--- src/glc_pkg.sv ---
// Shared constants for the receiver gain loop configuration block
package glc_pkg;

    // ==========================================================
    // Register map (printed offset is an index, byte = 4 * index)
    // ==========================================================
    localparam logic [7:0]  GLC_CTRL_INDEX   = 8'h1d;
    localparam logic [11:0] GLC_CTRL_ADDR    = {2'b00, GLC_CTRL_INDEX, 2'b00};
    localparam logic [11:0] GLC_STATUS_ADDR  = 12'h100;
    localparam logic [7:0]  GLC_CTRL_RESET   = 8'h91;

    // ==========================================================
    // Field positions
    // ==========================================================
    localparam int GLC_HYST_LSB = 6;
    localparam int GLC_WAIT_LSB = 4;
    localparam int GLC_HOLD_LSB = 2;
    localparam int GLC_AVG_LSB  = 0;

    // ==========================================================
    // Gain hold settings
    // ==========================================================
    localparam logic [1:0] GLC_HOLD_NONE    = 2'h0;
    localparam logic [1:0] GLC_HOLD_ON_SYNC = 2'h1;
    localparam logic [1:0] GLC_HOLD_ANALOG  = 2'h2;
    localparam logic [1:0] GLC_HOLD_ALL     = 2'h3;

    // ==========================================================
    // Status register bit positions
    // ==========================================================
    localparam int GLC_ST_STATE_LSB = 0;
    localparam int GLC_ST_SYNC_LOCK = 2;
    localparam int GLC_ST_AN_HOLD   = 3;
    localparam int GLC_ST_DIG_HOLD  = 4;

    typedef enum logic [1:0] {
        GLC_ST_WAIT   = 2'b00,
        GLC_ST_ACCUM  = 2'b01,
        GLC_ST_DECIDE = 2'b10
    } glc_state_e;

endpackage

--- src/glc_field_decode.sv ---
// Decodes the gain loop control fields into loop settings
`timescale 1ns/1ps
module glc_field_decode
    import glc_pkg::*;
(
    input  wire logic [1:0] hyst_sel,
    input  wire logic [1:0] wait_sel,
    input  wire logic [1:0] avg_sel,
    output logic      [3:0] hyst_amount,
    output logic      [3:0] dead_pos,
    output logic      [3:0] dead_neg,
    output logic      [2:0] loop_step,
    output logic      [5:0] wait_samples,
    output logic      [2:0] avg_shift,
    output logic      [4:0] ook_bound_db
);

    // ==========================================================
    // Hysteresis, dead zone and loop gain
    // ==========================================================
    always_comb begin
        unique case (hyst_sel)
            2'b00: begin
                hyst_amount = 4'h0;
                dead_pos    = 4'h2;
                dead_neg    = 4'h2;
                loop_step   = 3'h4;
            end
            2'b01: begin
                hyst_amount = 4'h1;
                dead_pos    = 4'h2;
                dead_neg    = 4'h3;
                loop_step   = 3'h2;
            end
            2'b10: begin
                hyst_amount = 4'h2;
                dead_pos    = 4'h4;
                dead_neg    = 4'h6;
                loop_step   = 3'h2;
            end
            2'b11: begin
                hyst_amount = 4'h4;
                dead_pos    = 4'h8;
                dead_neg    = 4'hc;
                loop_step   = 3'h1;
            end
        endcase
    end

    // ==========================================================
    // Wait length, averaging length and decision boundary
    // ==========================================================
    always_comb begin
        // Widen before adding so the top setting does not wrap to zero
        wait_samples = {3'(wait_sel) + 3'd1, 3'b000};
        avg_shift    = 3'd3 + {1'b0, avg_sel};
        ook_bound_db = {3'(avg_sel) + 3'd1, 2'b00};
    end

endmodule

--- src/glc_gain_loop.sv ---
// Gain loop configuration register with APB access and loop sequencer
//
// The APB interface to the registers was chosen for this implementation.
`timescale 1ns/1ps
module glc_gain_loop
    import glc_pkg::*;
(
    input  wire logic              pclk,
    input  wire logic              presetn,
    input  wire logic              psel,
    input  wire logic              penable,
    input  wire logic              pwrite,
    input  wire logic [11:0]       paddr,
    input  wire logic [31:0]       pwdata,
    input  wire logic [3:0]        pstrb,
    output logic      [31:0]       prdata,
    output logic                   pready,
    output logic                   pslverr,
    input  wire logic              sample_valid,
    input  wire logic signed [7:0] mag_dev,
    input  wire logic              sync_found,
    input  wire logic              rx_restart,
    output logic                   gain_step_up,
    output logic                   gain_step_down,
    output logic                   step_digital,
    output logic      [2:0]        step_size,
    output logic      [4:0]        ook_bound_db
);

    // ==========================================================
    // Register and decoded settings
    // ==========================================================
    logic [7:0]       ctrl_reg;
    logic [7:0]       ctrl_next;
    logic [31:0]      prdata_reg;
    logic [31:0]      prdata_next;
    logic             pready_reg;
    logic             pready_next;
    logic             pslverr_reg;
    logic             pslverr_next;

    logic [1:0]       hyst_sel;
    logic [1:0]       wait_sel;
    logic [1:0]       hold_sel;
    logic [1:0]       avg_sel;
    logic [3:0]       hyst_amount;
    logic [3:0]       dead_pos;
    logic [3:0]       dead_neg;
    logic [2:0]       loop_step;
    logic [5:0]       wait_samples;
    logic [2:0]       avg_shift;
    logic [4:0]       ook_bound;

    assign hyst_sel = ctrl_reg[GLC_HYST_LSB +: 2];
    assign wait_sel = ctrl_reg[GLC_WAIT_LSB +: 2];
    assign hold_sel = ctrl_reg[GLC_HOLD_LSB +: 2];
    assign avg_sel  = ctrl_reg[GLC_AVG_LSB +: 2];

    glc_field_decode u_decode (
        .hyst_sel     (hyst_sel),
        .wait_sel     (wait_sel),
        .avg_sel      (avg_sel),
        .hyst_amount  (hyst_amount),
        .dead_pos     (dead_pos),
        .dead_neg     (dead_neg),
        .loop_step    (loop_step),
        .wait_samples (wait_samples),
        .avg_shift    (avg_shift),
        .ook_bound_db (ook_bound)
    );

    // ==========================================================
    // APB slave
    // ==========================================================
    logic             acc_phase;
    logic             is_ctrl;
    logic             is_status;
    logic [31:0]      status_word;

    assign acc_phase = psel & penable & pready_reg;
    assign is_ctrl   = (paddr == GLC_CTRL_ADDR);
    assign is_status = (paddr == GLC_STATUS_ADDR);

    always_comb begin
        ctrl_next    = ctrl_reg;
        prdata_next  = prdata_reg;
        pslverr_next = 1'b0;
        // No wait state: ready rises in the first access cycle
        pready_next  = psel & ~penable & ~pready_reg;
        if (psel & ~penable) begin
            if (!pwrite && is_ctrl) begin
                prdata_next = {24'h00_0000, ctrl_reg};
            end else if (!pwrite && is_status) begin
                prdata_next = status_word;
            end else begin
                prdata_next = 32'h0000_0000;
            end
            pslverr_next = ~(is_ctrl | (is_status & ~pwrite));
        end
        if (acc_phase && pwrite && is_ctrl && pstrb[0]) begin
            ctrl_next = pwdata[7:0];
        end
    end

    always_ff @(posedge pclk or negedge presetn) begin
        if (!presetn) begin
            ctrl_reg    <= GLC_CTRL_RESET;
            prdata_reg  <= 32'h0000_0000;
            pready_reg  <= 1'b0;
            pslverr_reg <= 1'b0;
        end else begin
            ctrl_reg    <= ctrl_next;
            prdata_reg  <= prdata_next;
            pready_reg  <= pready_next;
            pslverr_reg <= pslverr_next;
        end
    end

    assign prdata  = prdata_reg;
    assign pready  = pready_reg;
    assign pslverr = pslverr_reg;

    // ==========================================================
    // Hold control
    // ==========================================================
    logic             lock_reg;
    logic             lock_next;
    logic             an_hold;
    logic             dig_hold;

    // A sync hit in the same cycle as a restart keeps the lock
    always_comb begin
        lock_next = lock_reg;
        if (rx_restart || hold_sel != GLC_HOLD_ON_SYNC) begin
            lock_next = 1'b0;
        end
        if (sync_found && hold_sel == GLC_HOLD_ON_SYNC) begin
            lock_next = 1'b1;
        end
    end

    always_comb begin
        unique case (hold_sel)
            GLC_HOLD_NONE: begin
                an_hold  = 1'b0;
                dig_hold = 1'b0;
            end
            GLC_HOLD_ON_SYNC: begin
                an_hold  = lock_reg;
                dig_hold = lock_reg;
            end
            GLC_HOLD_ANALOG: begin
                an_hold  = 1'b1;
                dig_hold = 1'b0;
            end
            GLC_HOLD_ALL: begin
                an_hold  = 1'b1;
                dig_hold = 1'b1;
            end
        endcase
    end

    // ==========================================================
    // Loop sequencer: wait, accumulate, decide
    // ==========================================================
    glc_state_e         state_reg;
    glc_state_e         state_next;
    logic [6:0]         cnt_reg;
    logic [6:0]         cnt_next;
    logic signed [14:0] sum_reg;
    logic signed [14:0] sum_next;
    logic [1:0]         last_dir_reg;
    logic [1:0]         last_dir_next;
    logic               up_reg;
    logic               up_next;
    logic               down_reg;
    logic               down_next;
    logic               dig_reg;
    logic               dig_next;
    logic [2:0]         size_reg;
    logic [2:0]         size_next;
    logic [4:0]         ook_reg;
    logic signed [14:0] avg;
    logic signed [14:0] thr_hi;
    logic signed [14:0] thr_lo;
    logic [6:0]         avg_len;

    assign avg_len = 7'd1 << avg_shift;
    assign avg     = sum_reg >>> avg_shift;

    // Reversing the previous step needs the extra hysteresis margin
    always_comb begin
        thr_hi = $signed({11'h000, dead_pos});
        thr_lo = -$signed({11'h000, dead_neg});
        if (last_dir_reg == 2'b01) begin
            thr_hi = thr_hi + $signed({11'h000, hyst_amount});
        end
        if (last_dir_reg == 2'b10) begin
            thr_lo = thr_lo - $signed({11'h000, hyst_amount});
        end
    end

    always_comb begin
        state_next    = state_reg;
        cnt_next      = cnt_reg;
        sum_next      = sum_reg;
        last_dir_next = last_dir_reg;
        up_next       = 1'b0;
        down_next     = 1'b0;
        dig_next      = dig_reg;
        size_next     = size_reg;
        unique case (state_reg)
            GLC_ST_WAIT: begin
                if (sample_valid) begin
                    cnt_next = cnt_reg + 7'd1;
                    if (cnt_next >= {1'b0, wait_samples}) begin
                        cnt_next   = 7'd0;
                        sum_next   = 15'sd0;
                        state_next = GLC_ST_ACCUM;
                    end
                end
            end
            GLC_ST_ACCUM: begin
                if (sample_valid) begin
                    sum_next = sum_reg + 15'(mag_dev);
                    cnt_next = cnt_reg + 7'd1;
                    if (cnt_next >= avg_len) begin
                        state_next = GLC_ST_DECIDE;
                    end
                end
            end
            GLC_ST_DECIDE: begin
                cnt_next   = 7'd0;
                sum_next   = 15'sd0;
                state_next = GLC_ST_ACCUM;
                if ((avg > thr_hi || avg < thr_lo) && !dig_hold) begin
                    up_next       = (avg < thr_lo);
                    down_next     = (avg > thr_hi);
                    last_dir_next = (avg > thr_hi) ? 2'b10 : 2'b01;
                    dig_next      = an_hold;
                    size_next     = loop_step;
                    state_next    = GLC_ST_WAIT;
                end
            end
            default: begin
                state_next = GLC_ST_WAIT;
            end
        endcase
        if (rx_restart) begin
            state_next    = GLC_ST_WAIT;
            cnt_next      = 7'd0;
            sum_next      = 15'sd0;
            last_dir_next = 2'b00;
        end
    end

    always_ff @(posedge pclk or negedge presetn) begin
        if (!presetn) begin
            state_reg    <= GLC_ST_WAIT;
            cnt_reg      <= 7'd0;
            sum_reg      <= 15'sd0;
            last_dir_reg <= 2'b00;
            up_reg       <= 1'b0;
            down_reg     <= 1'b0;
            dig_reg      <= 1'b0;
            size_reg     <= 3'd0;
            ook_reg      <= 5'd0;
            lock_reg     <= 1'b0;
        end else begin
            state_reg    <= state_next;
            cnt_reg      <= cnt_next;
            sum_reg      <= sum_next;
            last_dir_reg <= last_dir_next;
            up_reg       <= up_next;
            down_reg     <= down_next;
            dig_reg      <= dig_next;
            size_reg     <= size_next;
            ook_reg      <= ook_bound;
            lock_reg     <= lock_next;
        end
    end

    assign status_word = {27'h000_0000, dig_hold, an_hold, lock_reg,
                          state_reg};

    assign gain_step_up   = up_reg;
    assign gain_step_down = down_reg;
    assign step_digital   = dig_reg;
    assign step_size      = size_reg;
    assign ook_bound_db   = ook_reg;

endmodule

--- config.mk ---
export PLATFORM = sky130hd
export DESIGN_NAME = glc_gain_loop
export DESIGN_NICKNAME = d
export VERILOG_FILES = /design/src/glc_pkg.sv /design/src/glc_field_decode.sv /design/src/glc_gain_loop.sv
export SDC_FILE = /design/constraint.sdc
export NUM_CORES = 1
export LEC_CHECK = 0
export ABC_AREA = 1
export BUFFER_PORTS_ARGS = -buffer_cell sky130_fd_sc_hd__buf_2
export CORE_MARGIN = 1.5
export CORE_UTILIZATION = 57
export CTS_BUF_LIST = sky130_fd_sc_hd__clkbuf_4 sky130_fd_sc_hd__clkbuf_8
export CTS_CLUSTER_SIZE = 8
export DETAILED_ROUTE_END_ITERATION = 10
export PLACE_DENSITY = 0.9
export SYNTH_ARGS = -nofsm -noshare
export SYNTH_HDL_FRONTEND = slang
export SYNTH_SLANG_ARGS = --single-unit
--- constraint.sdc ---
create_clock -name pclk -period 4.45 [get_ports pclk]
set_clock_uncertainty 0.2 [all_clocks]
set_input_delay 0.445 -clock pclk [delete_from_list [all_inputs] [get_ports pclk]]
set_output_delay 0.445 -clock pclk [all_outputs]
set_load 0.05 [all_outputs]
# After elaboration in Yosys (flattened, before gate mapping)
# Cells that the tools add are included.
# word_totals
word_cells,120
ff_bits,78
out_inout_bits,45
inputBits,64
# op_classes
n_bitwise,10
add_sub_neg,8
n_mux,38
n_lt_le_gt_ge,4
n_shift,2
eq_ne,17
reduce_logical,27
# op_table
operator,count
2-to-1 mux 15 bit,5
case mux 15 bit (3 select lines),1
case mux 4 bit (4 select lines),2
2-to-1 mux 7 bit,4
case mux 7 bit (3 select lines),1
2-to-1 mux 2 bit,9
adder 15 x 8 -> 15 bit,1
> comparator 15 bit,1
< comparator 15 bit,1
negator 4 -> 15 bit,1
>>> shifter 15 x 3 -> 15 bit,1
subtractor 15 x 5 -> 15 bit,1
"== test 12 x 7 -> 1 bit, second input constant",1
"== test 12 x 9 -> 1 bit, second input constant",1
"== test 2 bit, second input constant",6
"!= test 3 bit, second input constant",4
case mux 4 bit (3 select lines),1
2-to-1 mux 5 bit,2
case mux 3 bit (3 select lines),1
"== test 2 x 1 -> 1 bit, second input constant",4
2-to-1 mux 1 bit,8
2-to-1 mux 8 bit,1
AND reduction 4 bit,2
OR reduction 2 bit,4
other kinds (21),43

# Logic depth before layout (Yosys ltp)
# depth
word_depth,11
mapped_depth,23
mapped_depth_nobuf,22

# Modules after synthesis
# From an unflattened synthesis, not the netlist that was laid out.
# hier_totals
hier_cells,719
area_unflattened_um2,5393.9
# modules_own_cells
mod,seq_area_each_um2,cells_per_inst,area_each_um2,n_inst
glc_gain_loop,1405.1,685,5147.4,1
glc_field_decode,0.0,34,246.5,1

# Worst setup path before layout
# Ideal clock, no wire load.
# synth_timing
kind,reg2reg
startpoint,reg ctrl_reg[0]
endpoint,reg last_dir_reg[0]
t_arrival_ns,2.895
stages_incl_launch_ff,19
setup_ns,0.115
setup_slack_ns,1.239
synth_period_minus_slack_ns,3.211
required_time_ns,4.135
path_buffers,1
path_cell_list,dfstp_2 -> inv_2 -> ha_1 -> buf_4 -> a21oi_1 -> a311oi_1 -> a21oi_1 -> ha_1 -> a21oi_1 -> o21a_1 -> o21ai_0 -> o21ai_0 -> nand3_2 -> o21ai_4 -> nand3_4 -> nand3_4 -> nand2_1 -> nand2_1 -> nor2_1
# synth_via
elab_chain_cells,7
elab_cells_between_ends,12
classes_between,add/sub: 1; order compare: 2; shift: 1; mux: 4; reduce/logical: 4
# synth_lines
element,line_no,rtl
start: declaration,glc_gain_loop.sv:33,logic [7:0] ctrl_reg;
start signal: assignment,glc_gain_loop.sv:112,ctrl_reg <= ctrl_next;
adder 2 x 2 -> 3 bit *,glc_field_decode.sv:56,"avg_shift = 3'd3 + {1'b0, avg_sel};"
net avg_shift[0],glc_gain_loop.sv:51,logic [2:0] avg_shift;
>>> shifter 15 x 3 -> 15 bit *,glc_gain_loop.sv:189,assign avg = sum_reg >>> avg_shift;
> comparator 15 bit or < comparator 15 bit (tied branches),"glc_gain_loop.sv:236, glc_gain_loop.sv:239",
2-to-1 mux 2 bit or logical OR 1 bit (tied branches),"glc_gain_loop.sv:239, glc_gain_loop.sv:236",
2-to-1 mux 2 bit or logical AND 1 bit (tied branches),glc_gain_loop.sv:236,if ((avg > thr_hi || avg < thr_lo) && !dig_hold) begin
2-to-1 mux 2 bit or nonzero test 2 bit (tied branches),n/a,
2-to-1 mux 2 bit or AND reduction 2 bit (tied branches),n/a,
end signal: assignment,glc_gain_loop.sv:273,last_dir_reg <= last_dir_next;
end: declaration,glc_gain_loop.sv:172,logic [1:0] last_dir_reg;
# Mark *: on every way through the listed nets, which the timed path passes. The rest lies on a longest branch. The select of a mux whose other input is x is not followed.
# A chain may end at the register's enable or synchronous reset.

# Worst setup path in the final report
# layout_timing
startpoint,reg ctrl_reg[1]
endpoint,"reg size_reg[0], in the netlist step_size[0]"
# layout_via
elab_chain_cells,6
elab_cells_between_ends,7
classes_between,add/sub: 1; order compare: 2; shift: 1; reduce/logical: 3
# layout_lines
element,line_no,rtl
adder 2 x 2 -> 3 bit *,glc_field_decode.sv:56,
>>> shifter 15 x 3 -> 15 bit *,glc_gain_loop.sv:189,
> comparator 15 bit or < comparator 15 bit (tied branches),glc_gain_loop.sv:236,
logical OR 1 bit *,glc_gain_loop.sv:236,
logical AND 1 bit *,glc_gain_loop.sv:236,
AND reduction 2 bit (no line) *,n/a,
end signal: assignment,glc_gain_loop.sv:277,size_reg <= size_next;
end: declaration,glc_gain_loop.sv:180,logic [2:0] size_reg;
# Every way passes the cells marked *; elsewhere a longest branch is shown, timed or not.

==> flow_metrics.tcl <==
set metrics [dict create \
    final_cells 789 \
    diodes 0 \
    fp.dieArea_mm2 0.00884 \
    syn_area_mm2 0.00472 \
    vdd_drop_max_mv 0.217 \
    drive_gt1_share_pct 15.8 \
    coreArea_mm2 0.00813 \
    synth.distinct_cells 50 \
    fmax_mhz 265 \
    ys_top_cells_by_area "dfrtp_1 (27%), ha_1 (17%), nand2_1 (11%)" \
    hold_viol 0 \
    dp_hpwl_um 8040 \
    r2r-end "step_size[0]$_DFFE_PN0P_" \
    dr.pass1.iters 5 \
    r2r_setup_slack_ns 0.68 \
    period_share_pct 84.7 \
    io_buffer_count 55 \
    cts_buffers 5 \
    grt_max_degree 31 \
    gp_congestion 0.866 \
    yosys_warnings 0 \
    track_usage_pct 23.0 \
    synth_edf_count 0 \
    antenna_found_initial 0 \
    largest_register_ffs 15 \
    yosys.area.top_type "dfrtp_1" \
    crit_path_start_kind "flip-flop" \
    drt-wirelength-per-cell_um 12.7 \
    cts_tree "done" \
    async_flop_share_pct 100 \
    finalSetupViolCount 0 \
    clkTransAtPathRegs_ns 0.12 \
    htreeDepth 2 \
    synth_cells 619 \
    avgSynthCellArea_um2 7.63 \
    synth_top_area_share_pct 27.0 \
    seqPwrFrac_pct 31.0 \
    cts_sinks 54 \
    synth_flop_cell "dfrtp_1" \
    critPathKind "reg2reg" \
    combPwrFrac_pct 54.6 \
    synth_seq_cells 54 \
    final.setup.tns_ns 0 \
    synthTopCellsByCount "nand2_1 (138), inv_1 (74), ha_1 (63), dfrtp_1 (51), o21ai_0 (46)" \
    critical_path_arrival_ns 3.79 \
    rows 33 \
    sw_frac_of_total_pct 48.4 \
    drtIter0Drc 175 \
    outcome "complete, no violations" \
    num_io_pins 109 \
    dpl.cell_count 780 \
    worstHoldPathType "in2reg" \
    r2r_cells 17 \
    total_switching_power_mw 1.01 \
    tightestPinTransition_ns 0.705 \
    fin_crit_ns 3.77 \
    critPathMaxStageDelay_ns 0.53 \
    rsz0062_at_grt "no" \
    drc_errors 0 \
    dieWidth_um 94.0 \
    yosysMostFrequentCell "nand2_1" \
    maxSlewViolCount 0 \
    vias 4235 \
    endpoint "step_size[0]$_DFFE_PN0P_" \
    cts_resized 0 \
    final_nets 811 \
    overflow 0 \
    synth_seq_area_share_pct 28.7 \
    die_h_um 94.0 \
    initial_core_util_pct 58.1 \
    max_cap_violations 0 \
    max-slew-margin-rel_pct 52.5 \
    p_leak_nw 2.82 \
    cp-end-kind "flip-flop" \
    rr_startpoint "ctrl_reg[1]$_DFFE_PN0P_" \
    wirelength_um 9990 \
    path_max_fanout 17 \
    grt_pass1_vias 3949 \
    p_clk_share_pct 14.4 \
    crit_path_cell_trace "inv_1, ha_1, inv_1, a311oi_1, a21oi_1, ha_1, a21oi_1, o21a_1, o21ai_0, o21ai_0, nand3_2, o21ai_4, nand3_4, nand3_4, inv_2, nand2_1, nand2_1" \
    post_cts_buffers 0 \
    clk_latency_ns 0.32 \
    grt_first_pass_wirelength_um 16700 \
    vias_per_cell 5.37 \
    powerDensity_mw_per_mm2 408 \
    cts_buffer_depth 2 \
    cpMaxStageDelayCell "ha_1" \
    critPathLaunch "ctrl_reg[1]$_DFFE_PN0P_" \
    critPathRequiredTime_ns 4.47 \
    root_buffer "clkbuf_8" \
    internal_power_mw 1.08 \
    antenna_left 0 \
    syn_to_final_growth_pct 8.64 \
]
-- per-layer routing --
layer | share of wire (%) | global-route usage, %
met5 | 0 | 0
met4 | 1.6 | 6.72
met3 | 3.7 | 2.75
met2 | 51 | 41.4
met1 | 43 | 28.7
-- per-stage QoR --
stage               setup slack [ns]  total power [mW]  utilization, %  instance area (um^2)  hold slack [ns]
CTS                            0.701              2.09            63.1                  5130            0.144
global placement               0.838              1.72            61.7                  5020            0.228
finish                         0.681              2.09            63.1                  5130            0.141
floorplan                       1.24              1.55               -                  4860          -0.0506
detailed placement             0.725              1.78            61.7                  5020            0.259
global route                   0.362              2.27            63.1                  5130            0.147
-- cells by family after synthesis --
family	Yosys count	share of synthesized area, %
AOI/OAI and AO/OA	127	15.6
xor gates and xnor gates	14	2.60
adders and majority gates	64	17.1
buffers and inverters	115	11.6
DFF	54	28.7
muxes	9	2.12
other	1	0.0794
and+or+nand+nor	235	22.1
-- cell usage in the layout, fill, tap and decap left out, types with 10 or more instances in the layout --
cell     instances
a21oi_1         38
buf_2           55
conb_1          37
dfrtp_1         51
ha_1            63
inv_1           74
nand2_1        138
nand2_2         10
nand3_1         27
nor2_1          34
o21ai_0         46
xor2_1          11
-- cell type report --
type | count | area (um^2)
clock buffer | 5 | 68.8
clock inverter | 3 | 28.8
fill | 681 | 3000
inverter | 78 | 293
multi-input combinational | 486 | 2950
sequential | 54 | 1360
tap | 105 | 131
timing repair buffer | 58 | 300
-- power groups by stage --
| stage | registers, mW | clock network, mW | logic, mW |
|---|---|---|---|
| floorplan | 0.670 | 0 | 0.884 |
| global placement | 0.649 | 0 | 1.07 |
| detailed placement | 0.654 | 0 | 1.13 |
| CTS | 0.646 | 0.305 | 1.14 |
| global route | 0.659 | 0.323 | 1.29 |
| finish | 0.648 | 0.302 | 1.14 |
-- worst min-delay path by stage --
stage,startpoint,end,cells after the start
CTS,pwdata[2],ctrl_reg[2]$_DFFE_PN0P_,2
global route,pwdata[2],ctrl_reg[2]$_DFFE_PN0P_,2
detailed placement,presetn,sum_reg[13]$_DFFE_PN0P_,1
global placement,pready$_DFF_PN0_,pready$_DFF_PN0_,1
floorplan,presetn,cnt_reg[0]$_DFFE_PN0P_,0
finish,pwdata[2],ctrl_reg[2]$_DFFE_PN0P_,2
-- worst max-delay path, delay by kind of cell, from the launching register on --
kind	cells	cell delay (ns)
AOI/OAI and AO/OA	7	1.08
adders and majority gates	2	0.89
DFF	1	0.46
buffers and inverters	3	0.54
and+or+nand+nor	5	0.49
-- repair_timing --
action	CTS	global route
hold buffers	1	0
endpoints found under the hold margin	23	0
setup endpoints to repair	0	0
(Power assumes the default switching activity.)
